===== src/logic/pdis_consts.svh =====
`ifndef PDIS_CONSTS_SVH
`define PDIS_CONSTS_SVH

// Register word offset on the bus
`define PDIS_CTRL1_OFS      12'h000
`define PDIS_ADDR_W         12

// Bit positions inside peripheral_disable_ctrl_1
`define PDIS_TIMER_LSB      11
`define PDIS_TIMER_MSB      15
`define PDIS_TWOWIRE1_BIT   7
`define PDIS_ASYNC2_BIT     6
`define PDIS_ASYNC1_BIT     5
`define PDIS_SYNC2_BIT      4
`define PDIS_SYNC1_BIT      3
`define PDIS_CAN1_BIT       1
`define PDIS_ADC1_BIT       0

// Byte lanes of the write data and their strobes
`define PDIS_LANE0_STRB     0
`define PDIS_LANE1_STRB     1
`define PDIS_LANE0_LSB      0
`define PDIS_LANE1_MSB      15

// Read data padding and the idle read value
`define PDIS_RD_PAD         16'h0000
`define PDIS_RD_IDLE        32'h00000000

// Implemented bits; 10..8 and 2 hold no storage
`define PDIS_CTRL1_MASK     16'hF8FB
`define PDIS_CTRL1_RESET    16'h0000

// Shared analog pin count and the all-digital pattern
`define PDIS_AN_PINS        32
`define PDIS_AN_ALL_DIGITAL 32'hFFFFFFFF

`endif


===== src/logic/pdis_pkg.sv =====
`include "pdis_consts.svh"

package pdis_pkg;
  typedef logic [15:0]                    ctrl_word_t;
  typedef logic [`PDIS_ADDR_W-1:0]        apb_addr_t;
  typedef logic [`PDIS_AN_PINS-1:0]       an_cfg_t;
endpackage


===== src/logic/peripheral_disable_low_bits.sv =====
// Implementation choices: the register addresses and register access over APB.
`timescale 1ns/100ps
// Function
// Bits ten to eight store nothing, read zero, ignore writes.
// Bit 7 set disables the first two-wire serial controller.
// Bit 6 set disables the second asynchronous serial port.
// Bit 5 set disables the first asynchronous serial port.
// Bit 4 set disables the second synchronous serial port.
// Bit 3 set disables the first synchronous serial port.
// Converter disabled forces analog pin config ignored, all shared pins digital.
// Each disable output follows its stored bit from the completing write edge.
`include "pdis_consts.svh"

module peripheral_disable_low_bits
  import pdis_pkg::*;
(
  // Clock and reset
  input  wire logic        pclk,
  input  wire logic        presetn,
  // APB slave
  input  wire logic        psel,
  input  wire logic        penable,
  input  wire logic        pwrite,
  input  wire apb_addr_t   paddr,
  input  wire logic [31:0] pwdata,
  input  wire logic [3:0]  pstrb,
  output logic             pready,
  output logic [31:0]      prdata,
  output logic             pslverr,
  // Peripheral disables
  output logic             twowire1_disable,
  output logic             async_port2_disable,
  output logic             async_port1_disable,
  output logic             sync_port2_disable,
  output logic             sync_port1_disable,
  output logic [4:0]       timer_disable,
  output logic             can1_disable,
  output logic             adc1_disable,
  // Analog pin configuration, same clock domain
  input  wire an_cfg_t     analog_pin_config_bits,
  output an_cfg_t          analog_pin_digital
);

  localparam ctrl_word_t CTRL1_RESET = `PDIS_CTRL1_RESET;

  // Stored disable fields, one flop group per peripheral
  logic [4:0]  timer_dis_ff;
  logic        twowire1_ff;
  logic        async2_ff;
  logic        async1_ff;
  logic        sync2_ff;
  logic        sync1_ff;
  logic        can1_ff;
  logic        adc1_ff;

  // Bus response flops
  logic        pready_ff;
  logic        pslverr_ff;
  logic [31:0] prdata_ff;

  // Pin override flop and its next value
  an_cfg_t     pin_digital_ff;
  an_cfg_t     nxt_pin_digital;

  // Decoded bus phases
  logic        setup_phase;
  logic        access_done;
  logic        hit;
  logic        rd_setup;
  logic        wr_fire;
  logic        wr_lane0;
  logic        wr_lane1;

  // Whole-word views of the register
  ctrl_word_t  cur_ctrl;
  ctrl_word_t  nxt_ctrl;

  // One mapped word; anything else answers with an error
  function automatic logic addr_hit(input apb_addr_t a);
    addr_hit = (a == `PDIS_CTRL1_OFS);
  endfunction

  // Holes hold no storage, so they are cleared going in and coming out
  function automatic ctrl_word_t mask_holes(input ctrl_word_t w);
    mask_holes = w & `PDIS_CTRL1_MASK;
  endfunction

  // Read word: upper half of the bus is always zero
  function automatic logic [31:0] read_word(input ctrl_word_t w);
    read_word = {`PDIS_RD_PAD, mask_holes(w)};
  endfunction

  // Setup cycle and the access cycle that completes it
  assign setup_phase = psel & ~penable;
  assign access_done = psel & penable & pready_ff;
  assign hit         = addr_hit(paddr);
  assign rd_setup    = setup_phase & ~pwrite & hit;

  // A write lands only at the edge ending the access phase
  // Unmapped writes fall through here and change nothing
  assign wr_fire  = access_done & pwrite & hit;
  assign wr_lane0 = wr_fire & pstrb[`PDIS_LANE0_STRB];
  assign wr_lane1 = wr_fire & pstrb[`PDIS_LANE1_STRB];

  // Incoming word with the holes already cleared
  assign nxt_ctrl = mask_holes(pwdata[`PDIS_LANE1_MSB:`PDIS_LANE0_LSB]);

  // Reassemble the stored fields for readback
  // Holes stay at the zero default, nothing drives them
  always_comb begin
    cur_ctrl                                  = '0;
    cur_ctrl[`PDIS_TIMER_MSB:`PDIS_TIMER_LSB] = timer_dis_ff;
    cur_ctrl[`PDIS_TWOWIRE1_BIT]              = twowire1_ff;
    cur_ctrl[`PDIS_ASYNC2_BIT]                = async2_ff;
    cur_ctrl[`PDIS_ASYNC1_BIT]                = async1_ff;
    cur_ctrl[`PDIS_SYNC2_BIT]                 = sync2_ff;
    cur_ctrl[`PDIS_SYNC1_BIT]                 = sync1_ff;
    cur_ctrl[`PDIS_CAN1_BIT]                  = can1_ff;
    cur_ctrl[`PDIS_ADC1_BIT]                  = adc1_ff;
  end

  // Timer disables sit in the upper byte lane
  // A low-lane-only write leaves them untouched
  always_ff @(posedge pclk or negedge presetn) begin
    if (!presetn) begin
      timer_dis_ff <= CTRL1_RESET[`PDIS_TIMER_MSB:`PDIS_TIMER_LSB];
    end else if (wr_lane1) begin
      timer_dis_ff <= nxt_ctrl[`PDIS_TIMER_MSB:`PDIS_TIMER_LSB];
    end
  end

  // Two-wire controller disable
  // Held until the next low-lane write
  always_ff @(posedge pclk or negedge presetn) begin
    if (!presetn) begin
      twowire1_ff <= CTRL1_RESET[`PDIS_TWOWIRE1_BIT];
    end else if (wr_lane0) begin
      twowire1_ff <= nxt_ctrl[`PDIS_TWOWIRE1_BIT];
    end
  end

  // Second asynchronous port disable
  // Held until the next low-lane write
  always_ff @(posedge pclk or negedge presetn) begin
    if (!presetn) begin
      async2_ff <= CTRL1_RESET[`PDIS_ASYNC2_BIT];
    end else if (wr_lane0) begin
      async2_ff <= nxt_ctrl[`PDIS_ASYNC2_BIT];
    end
  end

  // First asynchronous port disable
  // Held until the next low-lane write
  always_ff @(posedge pclk or negedge presetn) begin
    if (!presetn) begin
      async1_ff <= CTRL1_RESET[`PDIS_ASYNC1_BIT];
    end else if (wr_lane0) begin
      async1_ff <= nxt_ctrl[`PDIS_ASYNC1_BIT];
    end
  end

  // Second synchronous port disable
  // Held until the next low-lane write
  always_ff @(posedge pclk or negedge presetn) begin
    if (!presetn) begin
      sync2_ff <= CTRL1_RESET[`PDIS_SYNC2_BIT];
    end else if (wr_lane0) begin
      sync2_ff <= nxt_ctrl[`PDIS_SYNC2_BIT];
    end
  end

  // First synchronous port disable
  // Held until the next low-lane write
  always_ff @(posedge pclk or negedge presetn) begin
    if (!presetn) begin
      sync1_ff <= CTRL1_RESET[`PDIS_SYNC1_BIT];
    end else if (wr_lane0) begin
      sync1_ff <= nxt_ctrl[`PDIS_SYNC1_BIT];
    end
  end

  // Bus controller disable, plain storage here
  // Its peripheral is outside this block
  always_ff @(posedge pclk or negedge presetn) begin
    if (!presetn) begin
      can1_ff <= CTRL1_RESET[`PDIS_CAN1_BIT];
    end else if (wr_lane0) begin
      can1_ff <= nxt_ctrl[`PDIS_CAN1_BIT];
    end
  end

  // Converter disable; also steers the pin override below
  // Held until the next low-lane write
  always_ff @(posedge pclk or negedge presetn) begin
    if (!presetn) begin
      adc1_ff <= CTRL1_RESET[`PDIS_ADC1_BIT];
    end else if (wr_lane0) begin
      adc1_ff <= nxt_ctrl[`PDIS_ADC1_BIT];
    end
  end

  // Zero wait: ready rises at the setup edge so access ends at once
  // Costs a flop per answer but keeps every output registered
  always_ff @(posedge pclk or negedge presetn) begin
    if (!presetn) begin
      pready_ff <= 1'b0;
    end else begin
      pready_ff <= setup_phase;
    end
  end

  // Error answer for any unmapped word, raised together with ready
  always_ff @(posedge pclk or negedge presetn) begin
    if (!presetn) begin
      pslverr_ff <= 1'b0;
    end else begin
      pslverr_ff <= setup_phase & ~hit;
    end
  end

  // Read data captured in setup; unmapped reads and writes return zero
  // Data then holds until the next setup cycle
  always_ff @(posedge pclk or negedge presetn) begin
    if (!presetn) begin
      prdata_ff <= `PDIS_RD_IDLE;
    end else if (rd_setup) begin
      prdata_ff <= read_word(cur_ctrl);
    end else if (setup_phase) begin
      prdata_ff <= `PDIS_RD_IDLE;
    end
  end

  // Converter off overrides the pin configuration
  // Pins lag the register by one edge; software must allow for it
  always_comb begin
    nxt_pin_digital = analog_pin_config_bits;
    if (adc1_ff) begin
      nxt_pin_digital = `PDIS_AN_ALL_DIGITAL;
    end
  end

  // All digital during reset, so no pin floats as analog
  always_ff @(posedge pclk or negedge presetn) begin
    if (!presetn) begin
      pin_digital_ff <= `PDIS_AN_ALL_DIGITAL;
    end else begin
      pin_digital_ff <= nxt_pin_digital;
    end
  end

  // Disables are the stored bits themselves, no extra stage
  assign twowire1_disable    = twowire1_ff;
  assign async_port2_disable = async2_ff;
  assign async_port1_disable = async1_ff;
  assign sync_port2_disable  = sync2_ff;
  assign sync_port1_disable  = sync1_ff;

  // Disables for peripherals outside this block
  assign timer_disable       = timer_dis_ff;
  assign can1_disable        = can1_ff;
  assign adc1_disable        = adc1_ff;

  // Pin override
  assign analog_pin_digital  = pin_digital_ff;

  // Bus answers
  assign pready              = pready_ff;
  assign pslverr             = pslverr_ff;
  assign prdata              = prdata_ff;

endmodule // peripheral_disable_low_bits


===== config.mk =====
export PLATFORM = sky130hd
export DESIGN_NAME = peripheral_disable_low_bits
export DESIGN_NICKNAME = d
export VERILOG_FILES = /design/src/logic/pdis_pkg.sv /design/src/logic/peripheral_disable_low_bits.sv
export VERILOG_INCLUDE_DIRS = /design/src /design/src/logic
export SDC_FILE = /design/constraint.sdc
export NUM_CORES = 1
export LEC_CHECK = 0
export ABC_AREA = 1
export CAP_MARGIN = 10
export CORE_MARGIN = 2
export CORE_UTILIZATION = 47
export DETAILED_ROUTE_END_ITERATION = 10
export DONT_BUFFER_PORTS = 1
export GPL_TIMING_DRIVEN = 0
export MAX_ROUTING_LAYER = met4
export PLACE_DENSITY = 0.65
export SYNTH_ARGS = -nofsm -noshare
export SYNTH_HDL_FRONTEND = slang
export SYNTH_SLANG_ARGS = --single-unit

===== constraint.sdc =====
create_clock -name pclk -period 1.7 [get_ports pclk]
set_input_delay 0 -clock pclk [delete_from_list [all_inputs] [get_ports pclk]]
set_output_delay 0 -clock pclk [all_outputs]
set_load 0.02 [all_outputs]

# Word level (Yosys, flattened, before mapping)
# Index checks and enable logic that the tools add are counted.
# Widths: inputs -> output; s select.
# op_classes
n_bitwise	13
muxes	3
n_reduce_logical	2
# op_table
operator	count
$mux 32	3
$logic_not 12->1	1
$and 1x1->1	10
$not 1->1	3
$reduce_bool 2->1	1
# totals
elab_cells	30
register_bits	78
out_inout_bits	78

# Logic depth before layout (Yosys ltp)
# Gate-level depths: netlist (run 1).
# logic_depth
word_depth	5
depth_mapped	7
depth_no_buf	7

# Least setup slack after synthesis (run 1)
# Ideal clock, no wire load.
# synth_path
path_type	reg2reg
start	register pready_ff, in the netlist pready
end	register adc1_ff, in the netlist adc1_disable
setup_time_ns	0.117
setup_slack_ns	0.569
n_path_buf	0
synth_period_minus_slack_ns	1.131
t_arrival_ns	1.014
t_required_ns	1.583
stages_incl_launch_ff	6
cell_sequence	dfrtp_1 nand2_1 nor2_2 nand4_1 nand2_1 nand2_1
# synth_between
elab_chain_cells	4
# synth_lines
element	line	text
from (decl)	peripheral_disable_low_bits.sv:57	logic pready_ff;
from (signal assigned)	peripheral_disable_low_bits.sv:208	pready_ff <= setup_phase;
$and 1x1->1	peripheral_disable_low_bits.sv:95	assign access_done = psel & penable & pready_ff;
$and 1x1->1 (2 in series)	peripheral_disable_low_bits.sv:101	assign wr_fire = access_done & pwrite & hit;
$and 1x1->1	peripheral_disable_low_bits.sv:102	assign wr_lane0 = wr_fire & pstrb[`PDIS_LANE0_STRB];
to (signal assigned)	peripheral_disable_low_bits.sv:196	adc1_ff <= CTRL1_RESET[`PDIS_ADC1_BIT];
to (signal assigned)	peripheral_disable_low_bits.sv:198	adc1_ff <= nxt_ctrl[`PDIS_ADC1_BIT];
to (decl)	peripheral_disable_low_bits.sv:54	logic adc1_ff;
# Every way passes these cells.
# A chain may end at the register's enable or synchronous reset.

# Worst setup path after layout (run 1)
# layout_path
start	input penable
end	register prdata_ff[14], in the netlist prdata[14]
# layout_between
elab_chain_cells	5
elab_cells_between_ends	6
cone_classes	mux: 1; bitwise: 4; reduce/logical: 1
# layout_lines
element	line	text
from (decl)	peripheral_disable_low_bits.sv:22	input wire logic penable,
$not 1->1 (*)	peripheral_disable_low_bits.sv:94	assign setup_phase = psel & ~penable;
$and 1x1->1 (*)	peripheral_disable_low_bits.sv:94	
via setup_phase	peripheral_disable_low_bits.sv:66	logic setup_phase;
$and 1x1->1 (2 in series)	peripheral_disable_low_bits.sv:97	assign rd_setup = setup_phase & ~pwrite & hit;
$mux 32 / $reduce_bool 2->1 (equally long branches)	n/a	
to (signal assigned)	peripheral_disable_low_bits.sv:225	prdata_ff <= `PDIS_RD_IDLE;
to (signal assigned)	peripheral_disable_low_bits.sv:227	prdata_ff <= read_word(cur_ctrl);
to (signal assigned)	peripheral_disable_low_bits.sv:229	prdata_ff <= `PDIS_RD_IDLE;
to (decl)	peripheral_disable_low_bits.sv:59	logic [31:0] prdata_ff;
# The timed path passes the listed nets; every way through them passes the cells marked *.

==> run_results.csv, run 1 <==
group,metric,value,unit
worst_hold_path,whs_path_depth,5,
drt,routed_via_density,4.49,
global_route,antenna_found_initial,0,
synth,synth_cell_type_count,17,
placed_design,place_congestion,0.756,
synth,ys_seq_elements,58,
power,p_sw_frac,0.219,
clock_network,cts_tree,"yes",
synth,syn_area_per_cell,10.7,sq um
synth,synth_top_area_share,0.363,
power,ir_worst_vdd,0.588,mV
drt,dr_total_vias,1682,
drt,drt_iter0_markers,69,
drt,drt_pass1_iterations,4,
cells_and_area,fin_nets,388,
timing,setup_slack,237,ps
worst_hold_path,hold_class,"input port to register",
drt,postRouteWirelength,5390,microns
critical_path,crit_path_end_kind,"register",
synth,ys_seq_area_frac,0.644,
critical_path,critPathKind,"input port to register",
timing,fin_crit_sh,0.860,
power,p_int,2.59,mW
drt,post-route-drc-count,0,
cells_and_area,largest_reg_flops,32,
critical_path,timing.critical_path.mode_cell,"dlygate4sd3_1",
floorplanning,rows,25,
power,power_density,998,nW/um^2
timing,layout_min_cycle_time,1460,ps
critical_path,worst-r2r-cell-count,5,
power,power,3.32,mW
timing,hold_viol,0,
timing,finalMaxSlewViolations,0,
critical_path,reg2reg_slack,360,ps
critical_path,critPathMaxFanout,10,
global_route,track_usage,0.217,
floorplanning,io_pins,163,
power,clkPwrFrac,0.458,
power,pwr-share-seq,0.460,
timing,clock_skew,7.94,ps
cells_and_area,drive_above_1_share,0.373,
floorplanning,core,4720,sq um
clock_network,htreeDepth,3,
global_route,grt_pass1_vias,1718,
floorplanning,initial_utilization,0.490,
timing,setup_viol,0,
floorplanning,die_w,74.2,microns
timing,tns,0,ps
power,power_frac_comb,0.082,
synth,yosys-top-cells-area,"dfstp_2, dfrtp_1, nand2_1",
timing,max_freq,684,MHz
clock_network,clk_pin_slew_worst_paths,60,ps
synth,synth_area_leader_cell,"dfstp_2",
critical_path,cp_slowest_stage_delay,580,ps
clock_network,cts_buffers,9,
cells_and_area,multi_input_area,704,sq um
critical_path,r2r-start,"pready$_DFF_PN0_",
job,max-cap-violations,0,
global_route,grt-ovfl-total,0,
clock_network,cts_buffer_depth,2,
placed_design,place_ws,320,ps
worst_hold_path,min_from,"paddr[9]",
global_route,grt_max_degree,59,
timing,rsz0062_at_grt,"false",
power,power.switching,0.729,mW
run_status,status,"finished, final reports clean",
critical_path,required,1960,ps
cells_and_area,regArea,1490,sq um
drt,ant_nets,0,
placed_design,io_buffer_count,0,
power,leakage,1.66,nW
clock_network,clk_latency,320,ps
synth,synth_area,2310,sq um
synth,yosysWarnings,0,
critical_path,cp.arrival,1720,ps
cells_and_area,insertedDiodeCount,0,
cells_and_area,area_growth,43.8,%
cells_and_area,nFillCells,357,
critical_path,crit_path_top_delay_cell,"dlygate4sd3_1",
critical_path,worstReg2RegEnd,"timer_disable[0]$_DFFE_PN0P_",
critical_path,start_kind,"input port",
critical_path,worstPathCellList,"dlygate4sd3_1 -> nor2_1 -> dlygate4sd3_1 -> inv_2 -> nor2_4 -> buf_6 -> nand3_1 -> nand2_1",
drt,wl_per_cell,14.4,microns
placed_design,hpwlAfterDp,3220,microns
clock_network,cts_num_sinks,58,
synth,synthCells,216,
global_route,grt_pass1_wl,8350,microns
clock_network,cts_root_buf,"clkbuf_8",
floorplanning,die_y,74.2,microns
worst_hold_path,hold_end,"prdata[15]$_DFFE_PN0P_",
floorplanning,die_area,5500,sq um
==> per-layer routing <==
metal	GRT usage	vias up	part of all wire
li1	-	799	-
met1	0.237	789	0.37
met2	0.355	82	0.53
met3	0.0650	12	0.081
met4	0.113	0	0.024
met5	-	-	0
==> cell usage in the layout, fill, tap and decap left out, drive strengths merged, types with 5 or more instances in the layout <==
cell type,netlist,routed
nand2,65,65
dlygate4sd3,0,54
or2,32,32
dfstp,32,32
dfrtp,26,26
buf,22,25
conb,1,20
clkbuf,4,18
nand3,13,13
nor2,13,13
inv,5,5
==> how the worst max path moves through the flow <==
| stage | start | to |
|---|---|---|
| after floorplan | pready$_DFF_PN0_ | adc1_disable$_DFFE_PN0P_ |
| after global placement | pready$_DFF_PN0_ | sync_port1_disable$_DFFE_PN0P_ |
| after detailed placement | pready$_DFF_PN0_ | twowire1_disable$_DFFE_PN0P_ |
| after CTS | paddr[10] | async_port1_disable$_DFFE_PN0P_ |
| after global routing | penable | prdata[14]$_DFFE_PN0P_ |
| final | penable | prdata[14]$_DFFE_PN0P_ |
==> what timing repair did <==
action	4_1_cts	5_1_grt
hold buffers	59	0
buffers inserted	0	1
setup endpoints to repair	0	22
hold endpoints to repair	115	0
resized for setup	0	10
==> cell usage after synthesis <==
cell      number
nand3_1       12
nand3_2        1
inv_2          1
buf_6          2
conb_1         1
buf_4         20
nand2_1       65
nor2_1         8
nor2_4         3
dfstp_2       32
inv_1          4
nand4_1        2
or2_2         32
nor3_2         1
nor2_2         2
clkbuf_1       4
dfrtp_1       26
==> power groups by stage <==
stage / sequential, mW / combinational (mW) / clock [mW]
2_1_floorplan: 1.54 / 0.127 / 0
6_report: 1.53 / 0.273 / 1.52
3_3_place_gp: 1.55 / 0.132 / 0
3_5_place_dp: 1.55 / 0.135 / 0
5_1_grt: 1.53 / 0.300 / 1.62
4_1_cts: 1.53 / 0.274 / 1.55
==> kinds of logic (layout without fill, tap and decap cells) <==
kind of cell           count (synthesis)  count (layout)  synth area share
and+or+nand+nor                      126             126             0.265
buffers and inverters                 31             104            0.0892
DFF                                   58              58             0.644
other                                  1              20           0.00162
==> critical path, delay by kind of cell <==
kind,cells,cell delay [ps]
buf+inv,4,1350
simple gates,4,360
==> area by class of cell <==
cell class	instances	share of cell area
flip-flops and latches	58	0.448
inverters	5	0.00639
plain buffers	26	0.0568
repair buffers	57	0.176
well taps	67	0.0252
clock buffers	14	0.0650
multi-input cells	146	0.212
clock inverters	2	0.0105
==> through the flow <==
| step | util | hold WS (ps) | cells | area, sq um |
|---|---|---|---|---|
| after CTS | 0.705 | 66.2 | 377 | 3330 |
| final | 0.705 | 31.4 | 375 | 3330 |
| after floorplan | - | -296 | 235 | 2390 |
| after global placement | 0.523 | -293 | 302 | 2470 |
| after global routing | 0.705 | 51.1 | 375 | 3330 |
| after detailed placement | 0.523 | -294 | 302 | 2470 |
(Power assumes the default switching activity.)
==> inputs of run 2 (changes only) <==
ABC_AREA = unset   (was 1)
==> run 2 against run 1 <==
Effect of this change: register-to-register slack got worse by 280 ps; count of clock-buffer cells in the layout down 1; utilization shrank 1.8 points; critical endpoint is now async_port1_disable$_DFFE_PN0P_; critical path type is now register to register; synthesized cell count shrank 29%; sequential power is essentially flat; total power is 15% lower; cell count fell by 22%; maximum frequency is 9.8% lower; via count shrank 17%; critical path depth shrank 4.
==> run_results.csv, run 2 <==
group,metric,value,unit
run_status,status,"finished, final reports clean",
placed_design,dp.cells,224,
global_route,track_usage,0.204,
synth,ys_seq_elements,58,
synth,ys_seq_area_frac,0.680,
clock_network,cts_buffer_depth,2,
cells_and_area,insertedDiodeCount,0,
clock_network,cts_root_buf,"clkbuf_8",
placed_design,place_congestion,0.746,
power,power_density,930,nW/um^2
floorplanning,io_pins,163,
critical_path,crit_path_end_kind,"register",
cells_and_area,multi_input_area,601,sq um
cells_and_area,drive_above_1_share,0.479,
job,max-cap-violations,0,
drt,ant_nets,0,
drt,wl_per_cell,17.0,microns
global_route,antenna_found_initial,0,
critical_path,critPathMaxFanout,7,
global_route,grt_pass1_vias,1544,
worst_hold_path,hold_class,"input port to register",
critical_path,worstPathCellList,"and4_1 -> and4b_1 -> nand2_2 -> mux2_2",
critical_path,crit_path_top_delay_cell,"dfrtp_1",
placed_design,placedInstanceArea,2330,sq um
clock_network,post_cts.repair.setup_buffers,0,
timing,fin_crit_sh,0.954,
drt,postRouteWirelength,4960,microns
cells_and_area,final_cells,292,
floorplanning,die_y,72.3,microns
synth,syn_area_per_cell,14.3,sq um
clock_network,cts_num_sinks,58,
floorplanning,rows,24,
cells_and_area,layout_commonest_cell,"dlygate4sd3_1",
critical_path,cp.arrival,1820,ps
power,leakage,1.45,nW
synth,yosys_most_used_dff,"dfstp_2",
placed_design,hpwlAfterDp,3190,microns
synth,yosysWarnings,0,
cells_and_area,regArea,1490,sq um
drt,drt_iter0_markers,19,
timing,rsz0062_at_grt,"false",
floorplanning,initial_utilization,0.497,
cells_and_area,fin_nets,320,
power,ir_worst_vdd,0.549,mV
drt,post-route-drc-count,0,
clock_network,cts_tree,"yes",
timing,layout_min_cycle_time,1620,ps
floorplanning,die_area,5230,sq um
synth,yosys-top-cells-count,"dfstp_2, or2_2, dfrtp_1",
global_route,grt-ovfl-total,0,
drt,drt_pass1_iterations,4,
drt,dr_total_vias,1404,
timing,finalMaxSlewViolations,0,
timing,setup_viol,0,
clock_network,clk_latency,310,ps
timing,max_freq,617,MHz
synth,synth_top_area_share,0.383,
clock_network,cts_hold_buf,52,
synth,synth_area,2190,sq um
critical_path,critPathKind,"register to register",
placed_design,io_buffer_count,0,
drt,routed_via_density,4.81,
cells_and_area,final_cell_mix,"dlygate4sd3_1, or2_2, dfstp_2, dfrtp_1",
cells_and_area,largest_reg_flops,32,
cells_and_area,nFillCells,312,
clock_network,cts_buffers,9,
critical_path,start_kind,"register",
global_route,grt_pass1_wl,7510,microns
synth,synth_edf_count,0,
synth,async_reset_ff_frac,1.00,
floorplanning,die_w,72.3,microns
global_route,grt_max_degree,59,
critical_path,required,1890,ps
synth,synthCells,153,
timing,tns,0,ps
synth,synth_cell_type_count,19,
timing,hold_viol,0,
clock_network,clk_pin_slew_worst_paths,60,ps
synth,synth_area_leader_cell,"dfstp_2",
clock_network,post_cts_resized,0,
timing,clock_skew,4.54,ps
critical_path,cp_slowest_stage_delay,460,ps
synth,yosys-top-cells-area,"dfstp_2, dfrtp_1, or2_2",
floorplanning,core,4410,sq um
cells_and_area,final_cell_area,3030,sq um
cells_and_area,area_growth,38.2,%
clock_network,htreeDepth,3,
cells_and_area,post-route-util,0.687,
[run 2: cell count changes in the layout (fill, tap and decap cells not counted), moves of 3 or more]
| cell | delta |
|---|---|
| clkbuf_16 | -3 |
| a22o_1 | +12 |
| buf_6 | -3 |
| nor2_4 | -3 |
| nand2_1 | -63 |
| mux2_2 | +12 |
| dlygate4sd3_1 | -3 |
| clkbuf_1 | +3 |
| nor2_1 | -6 |
| nand3_1 | -12 |
[run 2: layout make-up]
cell class | instances | share of cell area
clock buffers | 13 | 0.0491
flip-flops and latches | 58 | 0.492
repair buffers | 52 | 0.177
clock inverters | 3 | 0.00495
plain buffers | 25 | 0.0561
well taps | 52 | 0.0215
multi-input cells | 88 | 0.198
inverters | 1 | 0.00124
[run 2: layer usage]
layer  GRT usage  share of wire  vias up  routed length (microns)
met5           -              0        -                        0
met4       0.107          0.015        0                       76
met3      0.0597          0.080       10                      395
met2       0.352           0.56       94                     2780
met1       0.209           0.34      669                     1710
li1            -              -      631                        -
[run 2: power breakdown]
group          switching (mW)  internal (mW)
Sequential             0.0733           1.46
Clock                   0.481          0.562
Combinational           0.107          0.140
[run 2: cell families (layout without fill, tap and decap cells)]
logic type             after synthesis  count (layout)  synth area share
and+or+nand+nor                     44              44             0.130
other                                1              20           0.00171
AOI/OAI and AO/OA                   12              12            0.0479
DFF                                 58              58             0.680
muxes                               12              12            0.0616
buffers and inverters               26              94            0.0792
[run 2: path summary, 6_finish.rpt]
path,from,endpoint,slack [ps],cells past startpoint
max,pready$_DFF_PN0_,async_port1_disable$_DFFE_PN0P_,80,4
min,pstrb[0],adc1_disable$_DFFE_PN0P_,60,2
max reg2reg,pready$_DFF_PN0_,async_port1_disable$_DFFE_PN0P_,80,4
min reg2reg,prdata[14]$_DFFE_PN0P_,prdata[14]$_DFFE_PN0P_,660,1
max in group asynchronous,presetn,analog_pin_digital[31]$_DFF_PN1_,1190,2
min in group asynchronous,presetn,timer_disable[4]$_DFFE_PN0P_,220,2
[run 2: metrics by stage]
step           hold WS [ps]  power [mW]  setup WS (ps)
2_1_floorplan          -296        1.66            239
3_3_place_gp           -294        1.67            145
3_5_place_dp           -294        1.67           86.5
4_1_cts                36.5        2.85           71.8
5_1_grt                64.8        2.95           43.3
6_report               63.3        2.82           79.0
[run 2: worst max-delay path: cells and delay by family, from the launching register on]
kind          cells  cell delay [ps]
mux               1              370
simple gates      3              680
flops             1              460
